### config.mk
export PLATFORM = sky130hd
export DESIGN_NAME = sfoi_regs
export DESIGN_NICKNAME = d
export VERILOG_FILES = /design/src/core/sfoi_regs.v
export VERILOG_INCLUDE_DIRS = /design/src /design/src/core
export SDC_FILE = /design/constraint.sdc
export NUM_CORES = 1
export LEC_CHECK = 0
export ABC_CLOCK_PERIOD_IN_PS = 3200
export BUFFER_PORTS_ARGS = -buffer_cell sky130_fd_sc_hd__buf_4
export CORE_MARGIN = 5
export CORE_UTILIZATION = 55
export CTS_CLUSTER_DIAMETER = 120
export DETAILED_ROUTE_END_ITERATION = 12
export PLACE_DENSITY = 0.76
export SYNTH_ARGS = -nofsm -noshare
export SYNTH_HDL_FRONTEND = slang
export SYNTH_SLANG_ARGS = --single-unit
### constraint.sdc
create_clock -name clk -period 3.2 [get_ports clk]
set_clock_uncertainty 0.05 [all_clocks]
set_input_delay 0.32 -clock clk [delete_from_list [all_inputs] [get_ports clk]]
set_output_delay 0.32 -clock clk [all_outputs]
set_load 0.02 [all_outputs]
### src/core/sfoi_defines.vh
// Constants for the sync filter, over-range detector and start-up status bank.
// Assumes a 12-bit register address from the configuration port.
`ifndef SFOI_DEFINES_VH
`define SFOI_DEFINES_VH

// Register byte addresses
`define SFOI_ADDR_SYNC_LIMIT 12'h210
`define SFOI_ADDR_OVR_LEVEL 12'h211
`define SFOI_ADDR_OVERRANGE_CONFIG 12'h213
`define SFOI_ADDR_STARTUP 12'h270

// Reset values
`define SFOI_RST_SYNC_LIMIT 5'h03
`define SFOI_RST_OVR_LEVEL 8'hf2
`define SFOI_RST_OVR_ENABLE 1'h0
`define SFOI_RST_OVR_EXP 3'h7

// Field positions
`define SFOI_SYNC_LIMIT_MSB 4
`define SFOI_OVR_ENABLE_BIT 3
`define SFOI_OVR_EXP_MSB 2
`define SFOI_INIT_DONE_BIT 0

// Stretch base of four sampling cycles, as a shift of two
`define SFOI_STRETCH_BASE_SHIFT 2
// Stretch counter width: 4 * 2^7 = 512 needs ten bits
`define SFOI_STRETCH_W 10
// Sync low-run counter width, one above the five-bit limit field
`define SFOI_SYNC_CNT_W 6
// Default start-up sequence length in clock cycles
`define SFOI_INIT_CYCLES 16'h0100

`endif

### src/core/sfoi_regs.v
// Sync request filter, four-channel over-range detector with pulse stretching,
// and the start-up status flag, with their registers.
// Assumes one clock per sampling cycle, inputs synchronous to clk, and a simple
// address/strobe register port behind the serial configuration interface.
// Operation
// - Low-active sync input is sampled on a link enable at half the sample rate.
// - Sync request when low on limit plus one consecutive link samples.
// - Shorter low runs are error reports and cause no action.
// - Over-range asserts when absolute sample reaches the eight-bit level, reset f2.
// - Over-range enable clear holds all four outputs low.
// - Output pulse stretched to at least four times two to the exponent cycles.
// - Start-up done bit reads zero after reset, one when start-up finishes.
`timescale 1ns/10ps
`include "sfoi_defines.vh"

module sfoi_regs #(
    parameter SAMPLE_W = 9, // Signed sample width; magnitude full scale is 256
    parameter INIT_CYCLES = `SFOI_INIT_CYCLES // Start-up sequence length
) (
    input wire clk, // 20 MHz system clock, one sampling cycle
    input wire rst, // Synchronous reset, active high
    input wire [11:0] reg_addr, // Register byte address
    input wire [7:0] reg_wdata, // Write data
    input wire reg_wr, // Write strobe, one cycle
    input wire reg_rd, // Read strobe, one cycle
    output reg [7:0] reg_rdata, // Read data, valid the cycle after reg_rd
    input wire sync_n, // Sync input from link receiver, active low
    input wire [SAMPLE_W-1:0] sample_a, // Channel A sample, two's complement
    input wire [SAMPLE_W-1:0] sample_b, // Channel B sample
    input wire [SAMPLE_W-1:0] sample_c, // Channel C sample
    input wire [SAMPLE_W-1:0] sample_d, // Channel D sample
    output reg sync_request, // One-cycle pulse per accepted sync request
    output wire overrange_out_a, // Channel A over-range status
    output wire overrange_out_b, // Channel B over-range status
    output wire overrange_out_c, // Channel C over-range status
    output wire overrange_out_d, // Channel D over-range status
    output wire init_done // Start-up sequence finished
);

    // Absolute value, widened by one bit so the most negative code is exact
    function [SAMPLE_W:0] sfoi_abs;
        input [SAMPLE_W-1:0] s;
        begin
            if (s[SAMPLE_W-1])
                sfoi_abs = {1'b0, ~s} + {{SAMPLE_W{1'b0}}, 1'b1};
            else
                sfoi_abs = {1'b0, s};
        end
    endfunction

    reg [4:0] sync_low_count_limit_reg;
    reg [7:0] overrange_level_setting_reg;
    reg overrange_output_enable_reg;
    reg [2:0] overrange_stretch_exponent_reg;
    reg init_done_reg;
    reg [15:0] init_cnt_reg;
    reg link_ce_reg;
    reg [`SFOI_SYNC_CNT_W-1:0] sync_cnt_reg;
    reg sync_fired_reg;
    reg [7:0] rdata_next;
    wire [`SFOI_STRETCH_W-1:0] stretch_len;
    wire [SAMPLE_W-1:0] samples [0:3];
    wire [3:0] ovr_out;

    assign samples[0] = sample_a;
    assign samples[1] = sample_b;
    assign samples[2] = sample_c;
    assign samples[3] = sample_d;

    // Register writes; reserved bits are dropped so they always read zero
    always @(posedge clk)
    begin
        if (rst)
        begin
            sync_low_count_limit_reg <= `SFOI_RST_SYNC_LIMIT;
            overrange_level_setting_reg <= `SFOI_RST_OVR_LEVEL;
            overrange_output_enable_reg <= `SFOI_RST_OVR_ENABLE;
            overrange_stretch_exponent_reg <= `SFOI_RST_OVR_EXP;
        end
        else if (reg_wr)
        begin
            case (reg_addr)
                `SFOI_ADDR_SYNC_LIMIT:
                    sync_low_count_limit_reg <= reg_wdata[`SFOI_SYNC_LIMIT_MSB:0];
                `SFOI_ADDR_OVR_LEVEL:
                    overrange_level_setting_reg <= reg_wdata;
                `SFOI_ADDR_OVERRANGE_CONFIG:
                begin
                    overrange_output_enable_reg <= reg_wdata[`SFOI_OVR_ENABLE_BIT];
                    overrange_stretch_exponent_reg <= reg_wdata[`SFOI_OVR_EXP_MSB:0];
                end
                default:
                    sync_low_count_limit_reg <= sync_low_count_limit_reg;
            endcase
        end
    end

    // Read mux; unmapped and write-only-free addresses answer zero
    always @*
    begin
        rdata_next = 8'h00;
        case (reg_addr)
            `SFOI_ADDR_SYNC_LIMIT:
                rdata_next = {3'h0, sync_low_count_limit_reg};
            `SFOI_ADDR_OVR_LEVEL:
                rdata_next = overrange_level_setting_reg;
            `SFOI_ADDR_OVERRANGE_CONFIG:
                rdata_next = {4'h0, overrange_output_enable_reg, overrange_stretch_exponent_reg};
            `SFOI_ADDR_STARTUP:
                rdata_next = {7'h00, init_done_reg};
            default:
                rdata_next = 8'h00;
        endcase
    end

    // Read data is held until the next read so the port sees a stable byte
    always @(posedge clk)
    begin
        if (rst)
            reg_rdata <= 8'h00;
        else if (reg_rd)
            reg_rdata <= rdata_next;
    end

    // Start-up sequencer: done rises after a fixed count and stays set
    always @(posedge clk)
    begin
        if (rst)
        begin
            init_cnt_reg <= 16'h0000;
            init_done_reg <= 1'b0;
        end
        else if (!init_done_reg)
        begin
            init_cnt_reg <= init_cnt_reg + 16'h0001;
            if (init_cnt_reg == INIT_CYCLES[15:0] - 16'h0001)
                init_done_reg <= 1'b1;
        end
    end

    assign init_done = init_done_reg;

    // Link clock enable: divide by two from the sampling rate
    always @(posedge clk)
    begin
        if (rst)
            link_ce_reg <= 1'b0;
        else
            link_ce_reg <= ~link_ce_reg;
    end

    // Sync low-run filter; a request fires once per run, on its limit+1 th low sample.
    // A run that ends early simply resets the count, so error reports do nothing.
    always @(posedge clk)
    begin
        if (rst)
        begin
            sync_cnt_reg <= {`SFOI_SYNC_CNT_W{1'b0}};
            sync_fired_reg <= 1'b0;
            sync_request <= 1'b0;
        end
        else
        begin
            sync_request <= 1'b0;
            if (link_ce_reg)
            begin
                if (sync_n)
                begin
                    sync_cnt_reg <= {`SFOI_SYNC_CNT_W{1'b0}};
                    sync_fired_reg <= 1'b0;
                end
                else if (!sync_fired_reg)
                begin
                    if (sync_cnt_reg == {1'b0, sync_low_count_limit_reg})
                    begin
                        sync_request <= 1'b1;
                        sync_fired_reg <= 1'b1;
                    end
                    else
                        sync_cnt_reg <= sync_cnt_reg + {{(`SFOI_SYNC_CNT_W-1){1'b0}}, 1'b1};
                end
            end
        end
    end

    // Minimum pulse length in sampling cycles
    assign stretch_len = {{(`SFOI_STRETCH_W-1){1'b0}}, 1'b1}
        << (overrange_stretch_exponent_reg + `SFOI_STRETCH_BASE_SHIFT);

    // Per-channel detector and stretcher
    genvar ch;
    generate
        for (ch = 0; ch < 4; ch = ch + 1)
        begin : g_chan
            reg [`SFOI_STRETCH_W-1:0] cnt_reg;
            reg out_reg;
            wire exceed;
            // Magnitude compared on the 256-step scale of the level setting;
            // the level is widened to the magnitude's full width so no bit is lost
            assign exceed = sfoi_abs(samples[ch]) >=
                {{(SAMPLE_W-7){1'b0}}, overrange_level_setting_reg};
            always @(posedge clk)
            begin
                if (rst || !overrange_output_enable_reg)
                begin
                    cnt_reg <= {`SFOI_STRETCH_W{1'b0}};
                    out_reg <= 1'b0;
                end
                else if (exceed)
                begin
                    cnt_reg <= stretch_len;
                    out_reg <= 1'b1;
                end
                else if (cnt_reg > {{(`SFOI_STRETCH_W-1){1'b0}}, 1'b1})
                begin
                    cnt_reg <= cnt_reg - {{(`SFOI_STRETCH_W-1){1'b0}}, 1'b1};
                    out_reg <= 1'b1;
                end
                else
                begin
                    cnt_reg <= {`SFOI_STRETCH_W{1'b0}};
                    out_reg <= 1'b0;
                end
            end
            assign ovr_out[ch] = out_reg;
        end
    endgenerate

    assign overrange_out_a = ovr_out[0];
    assign overrange_out_b = ovr_out[1];
    assign overrange_out_c = ovr_out[2];
    assign overrange_out_d = ovr_out[3];

endmodule // sfoi_regs

==> results.sh, run 1 <==
export IMPL_tightest_slew_ns=0.606
export IMPL_power_uw=2420
export IMPL_rsz0062_at_grt="no"
export IMPL_wl_met3_um=543
export IMPL_drv_cap=0
export IMPL_path_buf_inv=2
export IMPL_grt_usage_pct=21.7
export IMPL_status="finished, final reports clean"
export IMPL_slew_headroom_pct=59.3
export IMPL_period_needed_ns=2.58
export IMPL_avgSynthCellArea_um2=8.63
export IMPL_p_seq_share_pct=49.1
export IMPL_crit_type="in -> reg"
export IMPL_synthFlopType="dfxtp_1"
export IMPL_cpMostUsedCell="ha_1"
export IMPL_die_w_um=115
export IMPL_crit_path_start_kind="input pin"
export IMPL_pwr_share_clk_pct=39.7
export IMPL_clk_pin_slew_ns=0.10
export IMPL_postRouteAntennaNets=0
export IMPL_cp_end_kind="flip-flop"
export IMPL_drive_gt1_share_pct=18.7
export IMPL_drc=0
export IMPL_finish_instance_area_um2=6960
export IMPL_nNetsFinal=879
export IMPL_overflow=0
export IMPL_slew_violations=0
export IMPL_crit_required_ns=3.42
export IMPL_setup_violations_final=0
export IMPL_ios=75
export IMPL_timing_hold_ws_ns=0.0969
export IMPL_worstSkewPairLatency_ns=0.37
export IMPL_p_int_uw=1840
export IMPL_yosys_warnings=0
export IMPL_cts_resized=0
export IMPL_grt_pass1_wl_um=23400
export IMPL_firstDrtPassIters=5
export IMPL_wl_per_cell_um=15.5
export IMPL_die_h_um=115
export IMPL_yosysUniqueCellTypes=64
export IMPL_synth_edf_count=0
export IMPL_max_stage_delay_ns=0.47
export IMPL_cp_cell_sequence="buf_4, inv_1, ha_1, or3b_2, o31ai_1, xnor2_1, ha_1, a221oi_1, nand2_2, mux2_2"
export IMPL_met2_length_um=7210
export IMPL_hold_class="in -> reg"
export IMPL_p_sw_uw=580
export IMPL_root_buffer="clkbuf_8"
export IMPL_leakage_uw=0.00301
export IMPL_path_max_fanout=10
export IMPL_initial_core_util_pct=55.9
export IMPL_htree_levels=3
export IMPL_rows=38
export IMPL_switching_share_pct=23.9
export IMPL_power_density_nw_per_um2=348
export IMPL_comb_power_share_pct=11.1
export IMPL_cts_sink_count=95
export IMPL_cts_setup_buffers=0
export IMPL_cp_slowest_cell="or3b_2"
export IMPL_detailed_place_hpwl_um=11000
export IMPL_syn_nets=810
export IMPL_fin_cells=915
export IMPL_wirelength_met1_um=6090
export IMPL_ctsLongestPathBuffers=2
export IMPL_cts_buffers=9
export IMPL_grt_antenna_before_repair=0
export IMPL_largest_reg_flops=40
export IMPL_hold_viol=0
export IMPL_routed_wirelength_um=14200
export IMPL_path_delay_family="simple AND/OR/NAND/NOR gates"
export IMPL_grt_start_max_net_pins=47
export IMPL_async_reset_ff_share_pct=0
export IMPL_cts_tree="built"
export IMPL_portBuffers=74
export IMPL_post_route_period_util_pct=80.6
export IMPL_vias_per_cell=5.75
export IMPL_syn_inst=702
export IMPL_yosysSeqAreaShare_pct=31.4
export IMPL_core_area_um2=10800
export IMPL_vias=5261
export IMPL_ir_drop_mv=0.401
export IMPL_highest_layer="met4"
export IMPL_n_antenna_cell=0
export IMPL_place_congestion=0.863
export IMPL_die_area_um2=13200
export IMPL_dp_cells=900
export IMPL_drt_iter0_markers=307
export IMPL_area_growth_pct=14.9
export IMPL_clock_fmax_mhz=388
export IMPL_cts_hold_buf=0
export IMPL_setup_tns_ns=0
export IMPL_placed_cell_area_um2=6720
export IMPL_syn_area_um2=6060
export IMPL_ys_ff_latch=95
export IMPL_worstPathArrival_ns=2.80
export IMPL_grt_pass1_vias=5262
## final timing paths
check	slack, ns	cells past startpoint	start	to
setup / recovery	0.62	10	sample_b[0]	g_chan[1].cnt_reg[4]
hold / removal	0.1	2	reg_wdata[7]	overrange_level_setting_reg[7]
setup reg to reg	0.64	6	overrange_level_setting_reg[0]	g_chan[3].cnt_reg[4]
hold reg to reg	0.42	2	reg_rdata[4]	reg_rdata[4]
## power by group through the flow
stage               clock network [uW]  registers (uW)  logic (uW)
floorplan                            0            1220         159
global placement                     0            1220         257
detailed placement                   0            1220         268
CTS                                980            1190         270
global route                      1030            1190         300
finish                             963            1190         270
## layer usage
metal  vias up  global-route usage, %
li1       2615                      -
met1      2503                   25.4
met2       110                   38.9
met3        33                   4.42
met4         0                   8.45
met5         -                      0
## synth_stat cells, drive strengths merged, types with 2 or more instances
| library cell | count | share of area (%) |
|---|---|---|
| nor2 | 98 | 6.1 |
| dfxtp | 95 | 31 |
| nand2 | 67 | 4.2 |
| ha | 47 | 9.7 |
| xnor2 | 42 | 6.1 |
| mux2i | 34 | 5.6 |
| inv | 28 | 1.7 |
| xor2 | 26 | 3.8 |
| mux2 | 23 | 4.3 |
| nand3 | 20 | 1.7 |
| a21oi | 17 | 1.4 |
| nor3 | 17 | 1.6 |
| nand2b | 16 | 1.7 |
| o21ai | 16 | 1.3 |
| o31ai | 14 | 2.0 |
| clkbuf | 13 | 0.83 |
| nor2b | 8 | 0.83 |
| nor4 | 8 | 0.83 |
| a211o | 7 | 1.0 |
| or3 | 7 | 0.81 |
| or3b | 7 | 1.0 |
| a31o | 6 | 0.87 |
| buf | 6 | 0.66 |
| nand4 | 6 | 0.62 |
| a31oi | 5 | 0.52 |
| and3 | 5 | 0.52 |
| nor4b | 5 | 0.72 |
| o211ai | 5 | 0.62 |
| o21a | 5 | 0.62 |
| a211oi | 4 | 0.50 |
| a21o | 4 | 0.50 |
| o2111ai | 4 | 0.58 |
| or4b | 4 | 0.78 |
| a22o | 3 | 0.43 |
| and4 | 3 | 0.48 |
| nand4b | 3 | 0.54 |
| or2 | 3 | 0.31 |
| a221oi | 2 | 0.29 |
| and2 | 2 | 0.21 |
| and4bb | 2 | 0.41 |
| nand3b | 2 | 0.25 |
| nor3b | 2 | 0.25 |
| or4 | 2 | 0.25 |
## cells in the final DEF (no fill, tap or decap), types with 3 or more instances in the layout
master,instances
nor2_1,97
dfxtp_1,95
buf_4,77
nand2_1,65
ha_1,47
xnor2_1,42
mux2i_1,34
inv_1,28
xor2_1,26
mux2_2,23
nand3_1,20
a21oi_1,17
nor3_1,16
o21ai_0,16
nand2b_1,16
o31ai_1,13
clkbuf_8,9
nor2b_1,8
nor4_1,8
or3b_2,7
a211o_1,7
nand4_1,6
or3_1,6
a31o_2,6
and3_1,5
o21a_1,5
o211ai_1,5
nor4b_1,5
a31oi_1,5
a21o_1,4
o2111ai_1,4
a211oi_1,4
or2_2,3
a22o_1,3
bufinv_16,3
inv_6,3
## through the flow
stage | worst slack (ns) | util [%]
global placement | 0.295 | 62.0
finish | 0.621 | 64.2
CTS | 0.629 | 64.2
global route | 0.434 | 64.2
detailed placement | 0.221 | 62.0
floorplan | 0.588 | -
## layout make-up
cell class | count | area (um^2)
multi-input cells | 560 | 3960
fillers | 934 | 3880
flip-flops and latches | 95 | 1900
repair buffers | 77 | 578
well taps | 140 | 175
clock buffers | 9 | 124
clock inverters | 6 | 116
inverters | 28 | 105
## cells by family after synthesis
| family | after synthesis | share of synthesized area, % |
|---|---|---|
| fa+ha+maj | 47 | 9.71 |
| buf+inv | 47 | 3.22 |
| xor+xnor | 68 | 9.83 |
| simple gates | 289 | 24.3 |
| flops | 95 | 31.4 |
| mux | 57 | 9.89 |
| compound gates | 99 | 11.6 |
Note: power is estimated with default switching activity, not from simulation.
==> run 2, diff against run 1 <==
--- a/config.mk
+++ b/config.mk
@@ -6,7 +6,7 @@
 export SDC_FILE = /design/constraint.sdc
 export NUM_CORES = 1
 export LEC_CHECK = 0
-export ABC_CLOCK_PERIOD_IN_PS = 3200
+export ABC_CLOCK_PERIOD_IN_PS = 2400
 export BUFFER_PORTS_ARGS = -buffer_cell sky130_fd_sc_hd__buf_4
 export CORE_MARGIN = 5
 export CORE_UTILIZATION = 55
==> constraint.sdc (replaced) <==
create_clock -name clk -period 2.4 [get_ports clk]
set_clock_uncertainty 0.05 [all_clocks]
set_input_delay 0.24 -clock clk [delete_from_list [all_inputs] [get_ports clk]]
set_output_delay 0.24 -clock clk [all_outputs]
set_load 0.02 [all_outputs]
==> results.sh, run 2 (synthesized netlist as in run 1, its figures left out) <==
export IMPL_status="finished, final reports clean"
export IMPL_grt_pass1_vias=5324
export IMPL_setup_tns_ns=0
export IMPL_met2_length_um=7420
export IMPL_period_needed_ns=2.28
export IMPL_pwr_share_clk_pct=34.5
export IMPL_root_buffer="clkbuf_8"
export IMPL_rows=38
export IMPL_wirelength_met1_um=6160
export IMPL_placed_cell_area_um2=6940
export IMPL_htree_levels=3
export IMPL_vias_per_cell=5.66
export IMPL_p_int_uw=2200
export IMPL_cts_sink_count=95
export IMPL_grt_usage_pct=22.6
export IMPL_path_max_fanout=7
export IMPL_largest_reg_flops=40
export IMPL_tightest_slew_ns=0.992
export IMPL_cts_tree="built"
export IMPL_overflow=0
export IMPL_ir_drop_mv=0.496
export IMPL_drive_gt1_share_pct=22.7
export IMPL_vias=5359
export IMPL_p_sw_uw=832
export IMPL_final_common_cell="buf_4"
export IMPL_rsz0062_at_grt="no"
export IMPL_routed_wirelength_um=14400
export IMPL_leakage_uw=0.00315
export IMPL_grt_pass1_wl_um=24100
export IMPL_ios=75
export IMPL_switching_share_pct=27.5
export IMPL_drv_cap=0
export IMPL_post_route_period_util_pct=95.1
export IMPL_drt_iter0_markers=236
export IMPL_final_cell_mix="buf_4 (103), nor2_1 (97), dfxtp_1 (92)"
export IMPL_firstDrtPassIters=4
export IMPL_slew_violations=0
export IMPL_cts_buffers=9
export IMPL_slew_headroom_pct=33.7
export IMPL_die_h_um=115
export IMPL_initial_core_util_pct=55.9
export IMPL_cp_end_kind="flip-flop"
export IMPL_dp_cells=924
export IMPL_clock_fmax_mhz=438
export IMPL_clk_pin_slew_ns=0.11
export IMPL_nNetsFinal=910
export IMPL_place_congestion=0.837
export IMPL_crit_type="reg -> reg"
export IMPL_p_seq_share_pct=52.4
export IMPL_die_area_um2=13200
export IMPL_detailed_place_hpwl_um=11400
export IMPL_n_antenna_cell=0
export IMPL_die_w_um=115
export IMPL_fill_cells=902
export IMPL_wl_met3_um=522
export IMPL_grt_antenna_before_repair=0
export IMPL_crit_required_ns=2.61
export IMPL_worstSkewPairLatency_ns=0.39
export IMPL_hold_viol=0
export IMPL_wl_per_cell_um=15.3
export IMPL_area_growth_pct=19.2
export IMPL_worstPathArrival_ns=2.50
export IMPL_setup_violations_final=0
export IMPL_ctsLongestPathBuffers=2
export IMPL_power_density_nw_per_um2=420
export IMPL_grt_start_max_net_pins=44
export IMPL_power_uw=3030
export IMPL_hold_class="in -> reg"
export IMPL_core_area_um2=10800
export IMPL_postRouteAntennaNets=0
export IMPL_comb_power_share_pct=13.1
export IMPL_highest_layer="met4"
export IMPL_portBuffers=74
export IMPL_crit_path_start_kind="flip-flop"
export IMPL_drc=0
export IMPL_fin_cells=947
export IMPL_finish_instance_area_um2=7220
run 2: cell types whose count changed in the layout (fill, tap and decap cells not counted), moves of 2 or more:
| cell | change |
|---|---|
| a221oi_1 | -2 |
| dlygate4sd3_1 | +4 |
| inv_8 | +2 |
| dfxtp_2 | +2 |
| or3b_2 | -3 |
| bufinv_16 | -3 |
| nand2_2 | -2 |
| or3b_4 | +3 |
| buf_4 | +26 |
| nand2_4 | +2 |
| a221oi_2 | +2 |
| dfxtp_1 | -3 |
run 2: layer usage:
layer,global-route usage (%),vias up
li1,-,2677
met1,26.2,2562
met2,40.2,89
met3,5.53,31
met4,8.61,0
met5,0,-
run 2: final cells by class:
cell class              count  area, um^2  share of cell area [%]
inverters                  28         105                    1.46
clock buffers               9         124                    1.72
multi-input cells         560        4010                    55.6
flip-flops and latches     95        1910                    26.4
repair buffers            108         825                    11.4
clock inverters             7        72.6                    1.00
well taps                 140         175                    2.43
run 2: power groups by stage:
stage          combinational (uW)  clock [uW]  sequential [uW]
2_1_floorplan                 216           0             1620
3_3_place_gp                  370           0             1620
3_5_place_dp                  387           0             1630
4_1_cts                       392        1080             1590
5_1_grt                       440        1150             1590
6_report                      398        1040             1590
run 2: stage by stage:
step                hold WS, ns  worst slack, ns  util (%)
CTS                     0.00639           0.0399      66.1
detailed placement        0.402           -0.225      64.0
finish                   0.0339            0.117      66.6
global placement          0.401           -0.146      64.0
global route             0.0210          0.00836      66.6
floorplan                 0.308          -0.0274         -
run 2: timing repair:
action,CTS,global route
hold endpoints to repair,3,1
hold buffers,3,1
setup buffers,0,3
pin swaps,0,2
endpoints found under the setup margin,5,10
resized for setup,1,8
run 2: critical path, cell delays in order (launching register included):
cell	delay (ns)
dfxtp_2	0.37
inv_1	0.12
ha_1	0.37
a211oi_2	0.26
a31oi_1	0.11
a2111o_1	0.55
buf_6	0.20
mux2i_1	0.12
run 2: path summary, 6_finish.rpt:
path / start / endpoint / slack [ns] / cells past startpoint
worst max-delay path: overrange_level_setting_reg[3] / g_chan[3].cnt_reg[6] / 0.12 / 7
worst min-delay path: rst / overrange_stretch_exponent_reg[2] / 0.03 / 2
worst max register to register: overrange_level_setting_reg[3] / g_chan[3].cnt_reg[6] / 0.12 / 7
worst min register to register: reg_rdata[0] / reg_rdata[0] / 0.43 / 2
==> run 3, diff against run 2 <==
--- a/config.mk
+++ b/config.mk
@@ -8,7 +8,6 @@
 export LEC_CHECK = 0
 export ABC_CLOCK_PERIOD_IN_PS = 2400
 export BUFFER_PORTS_ARGS = -buffer_cell sky130_fd_sc_hd__buf_4
-export CORE_MARGIN = 5
 export CORE_UTILIZATION = 55
 export CTS_CLUSTER_DIAMETER = 120
 export DETAILED_ROUTE_END_ITERATION = 12
==> results.sh, run 3 (synthesized netlist as in run 1, its figures left out) <==
export IMPL_grt_start_max_net_pins=45
export IMPL_core_area_um2=10500
export IMPL_clock_fmax_mhz=419
export IMPL_initial_core_util_pct=57.6
export IMPL_post_route_period_util_pct=99.6
export IMPL_hold_class="in -> reg"
export IMPL_path_max_fanout=7
export IMPL_p_sw_uw=808
export IMPL_regArea_um2=1910
export IMPL_pwr_share_clk_pct=38.2
export IMPL_portBuffers=74
export IMPL_met2_length_um=7210
export IMPL_die_area_um2=11400
export IMPL_vias_per_cell=5.61
export IMPL_max_stage_delay_ns=0.58
export IMPL_crit_type="reg -> reg"
export IMPL_p_seq_share_pct=49.5
export IMPL_min_path_cells=2
export IMPL_hold_viol=0
export IMPL_crit_path_start_kind="flip-flop"
export IMPL_root_buffer="clkbuf_8"
export IMPL_cp_slowest_cell="a2111o_2"
export IMPL_vias=5311
export IMPL_die_w_um=107
export IMPL_nNetsFinal=914
export IMPL_drc=0
export IMPL_leakage_uw=0.00319
export IMPL_power_density_nw_per_um2=441
export IMPL_area_growth_pct=20.0
export IMPL_ios=75
export IMPL_cts_sink_count=95
export IMPL_largest_reg_flops=40
export IMPL_regToRegStartpoint="overrange_level_setting_reg[0]"
export IMPL_grt_antenna_before_repair=0
export IMPL_htree_levels=3
export IMPL_setup_violations_final=0
export IMPL_finish_instance_area_um2=7270
export IMPL_status="finished, final reports clean"
export IMPL_drv_cap=0
export IMPL_drive_gt1_share_pct=23.4
export IMPL_comb_power_share_pct=12.3
export IMPL_final_cell_mix="buf_4 (111), nor2_1 (97), dfxtp_1 (93)"
export IMPL_clk_pin_slew_ns=0.10
export IMPL_firstDrtPassIters=5
export IMPL_fill_cells=844
export IMPL_switching_share_pct=25.2
export IMPL_grt_pass1_wl_um=22600
export IMPL_routed_wirelength_um=13900
export IMPL_p_int_uw=2400
export IMPL_reg2reg_depth=6
export IMPL_placed_cell_area_um2=6990
export IMPL_overflow=0
export IMPL_detailed_place_hpwl_um=10900
export IMPL_rrSetupSlack_ns=0.01
export IMPL_wl_per_cell_um=14.7
export IMPL_cp_end_kind="flip-flop"
export IMPL_multi_input_comb_area_um2=4010
export IMPL_grt_usage_pct=24.9
export IMPL_worstSkewPairLatency_ns=0.38
export IMPL_ctsLongestPathBuffers=2
export IMPL_worstPathArrival_ns=2.61
export IMPL_cts_hold_buf=0
export IMPL_rr_endpoint="g_chan[3].cnt_reg[9]"
export IMPL_rows=37
export IMPL_final_common_cell="buf_4"
export IMPL_postRouteAntennaNets=0
export IMPL_tightest_slew_ns=0.982
export IMPL_cp_cell_sequence="ha_1, or3b_2, o2111ai_1, a31oi_1, a2111o_2, mux2_2"
export IMPL_slew_headroom_pct=34.4
export IMPL_period_needed_ns=2.39
export IMPL_slew_violations=0
export IMPL_cts_tree="built"
export IMPL_fin_util_pct=69.2
export IMPL_wl_met3_um=545
export IMPL_cts_buffers=9
export IMPL_grt_pass1_vias=5120
export IMPL_drt_iter0_markers=229
export IMPL_place_congestion=0.861
export IMPL_crit_required_ns=2.62
export IMPL_wirelength_met1_um=6050
export IMPL_highest_layer="met4"
export IMPL_hold_start="reg_wdata[6]"
export IMPL_n_antenna_cell=0
export IMPL_min_to="overrange_level_setting_reg[6]"
export IMPL_ir_drop_mv=0.390
export IMPL_die_h_um=107
[run 3: per-layer routing]
| layer | GRT usage [%] | up-vias |
|---|---|---|
| met1 | 29.3 | 2500 |
| li1 | - | 2693 |
| met5 | 0 | - |
| met3 | 4.62 | 11 |
| met2 | 45.7 | 107 |
| met4 | 7.14 | 0 |
[run 3: worst max-delay path by stage]
stage,startpoint,endpoint,slack (ns),cells past startpoint
2_1_floorplan,sample_c[0],g_chan[2].cnt_reg[0],-0.03,11
3_3_place_gp,sample_d[0],g_chan[3].cnt_reg[5],-0.15,12
3_5_place_dp,sample_c[0],g_chan[2].cnt_reg[4],-0.23,12
4_1_cts,overrange_level_setting_reg[0],g_chan[3].cnt_reg[5],0.06,7
5_1_grt,overrange_level_setting_reg[0],g_chan[3].cnt_reg[5],-0.05,7
6_report,overrange_level_setting_reg[0],g_chan[3].cnt_reg[9],0.01,6
[run 3: layout make-up]
class	count	area share, %
clock inverters	7	1.50
well taps	136	2.34
multi-input cells	560	55.1
flip-flops and latches	95	26.2
inverters	28	1.45
repair buffers	112	11.6
clock buffers	9	1.70
[run 3: timing repair]
action                                  CTS  global route
buffers inserted                          0             3
endpoints found under the setup margin   10             6
resized for setup                         1             6
pin swaps                                 0             2
[run 3: stage by stage]
stage	TNS [ns]	hold slack [ns]	std cells	worst slack (ns)	power [uW]
2_1_floorplan	-0.137	0.308	702	-0.0274	1840
3_3_place_gp	-3.62	0.403	928	-0.149	2000
3_5_place_dp	-7.57	0.405	928	-0.230	2020
4_1_cts	0	0.000715	944	0.0615	3230
5_1_grt	-0.366	0.00222	947	-0.0459	3330
6_report	0	0.0131	947	0.0106	3210
[run 3: power groups by stage]
stage	sequential [uW]	clock, uW	combinational, uW
floorplan	1620	0	216
global placement	1620	0	376
detailed placement	1630	0	393
CTS	1590	1250	395
global route	1590	1310	436
finish	1590	1220	396
[run 3: critical path, delay by kind of cell, from the launching register on]
kind | cells | cell delay (ns)
AO/OA/AOI/OAI | 3 | 0.84
adder cells (fa/ha/maj) | 1 | 0.26
flip-flops | 1 | 0.37
multiplexers | 1 | 0.31
AND/OR/NAND/NOR | 1 | 0.46
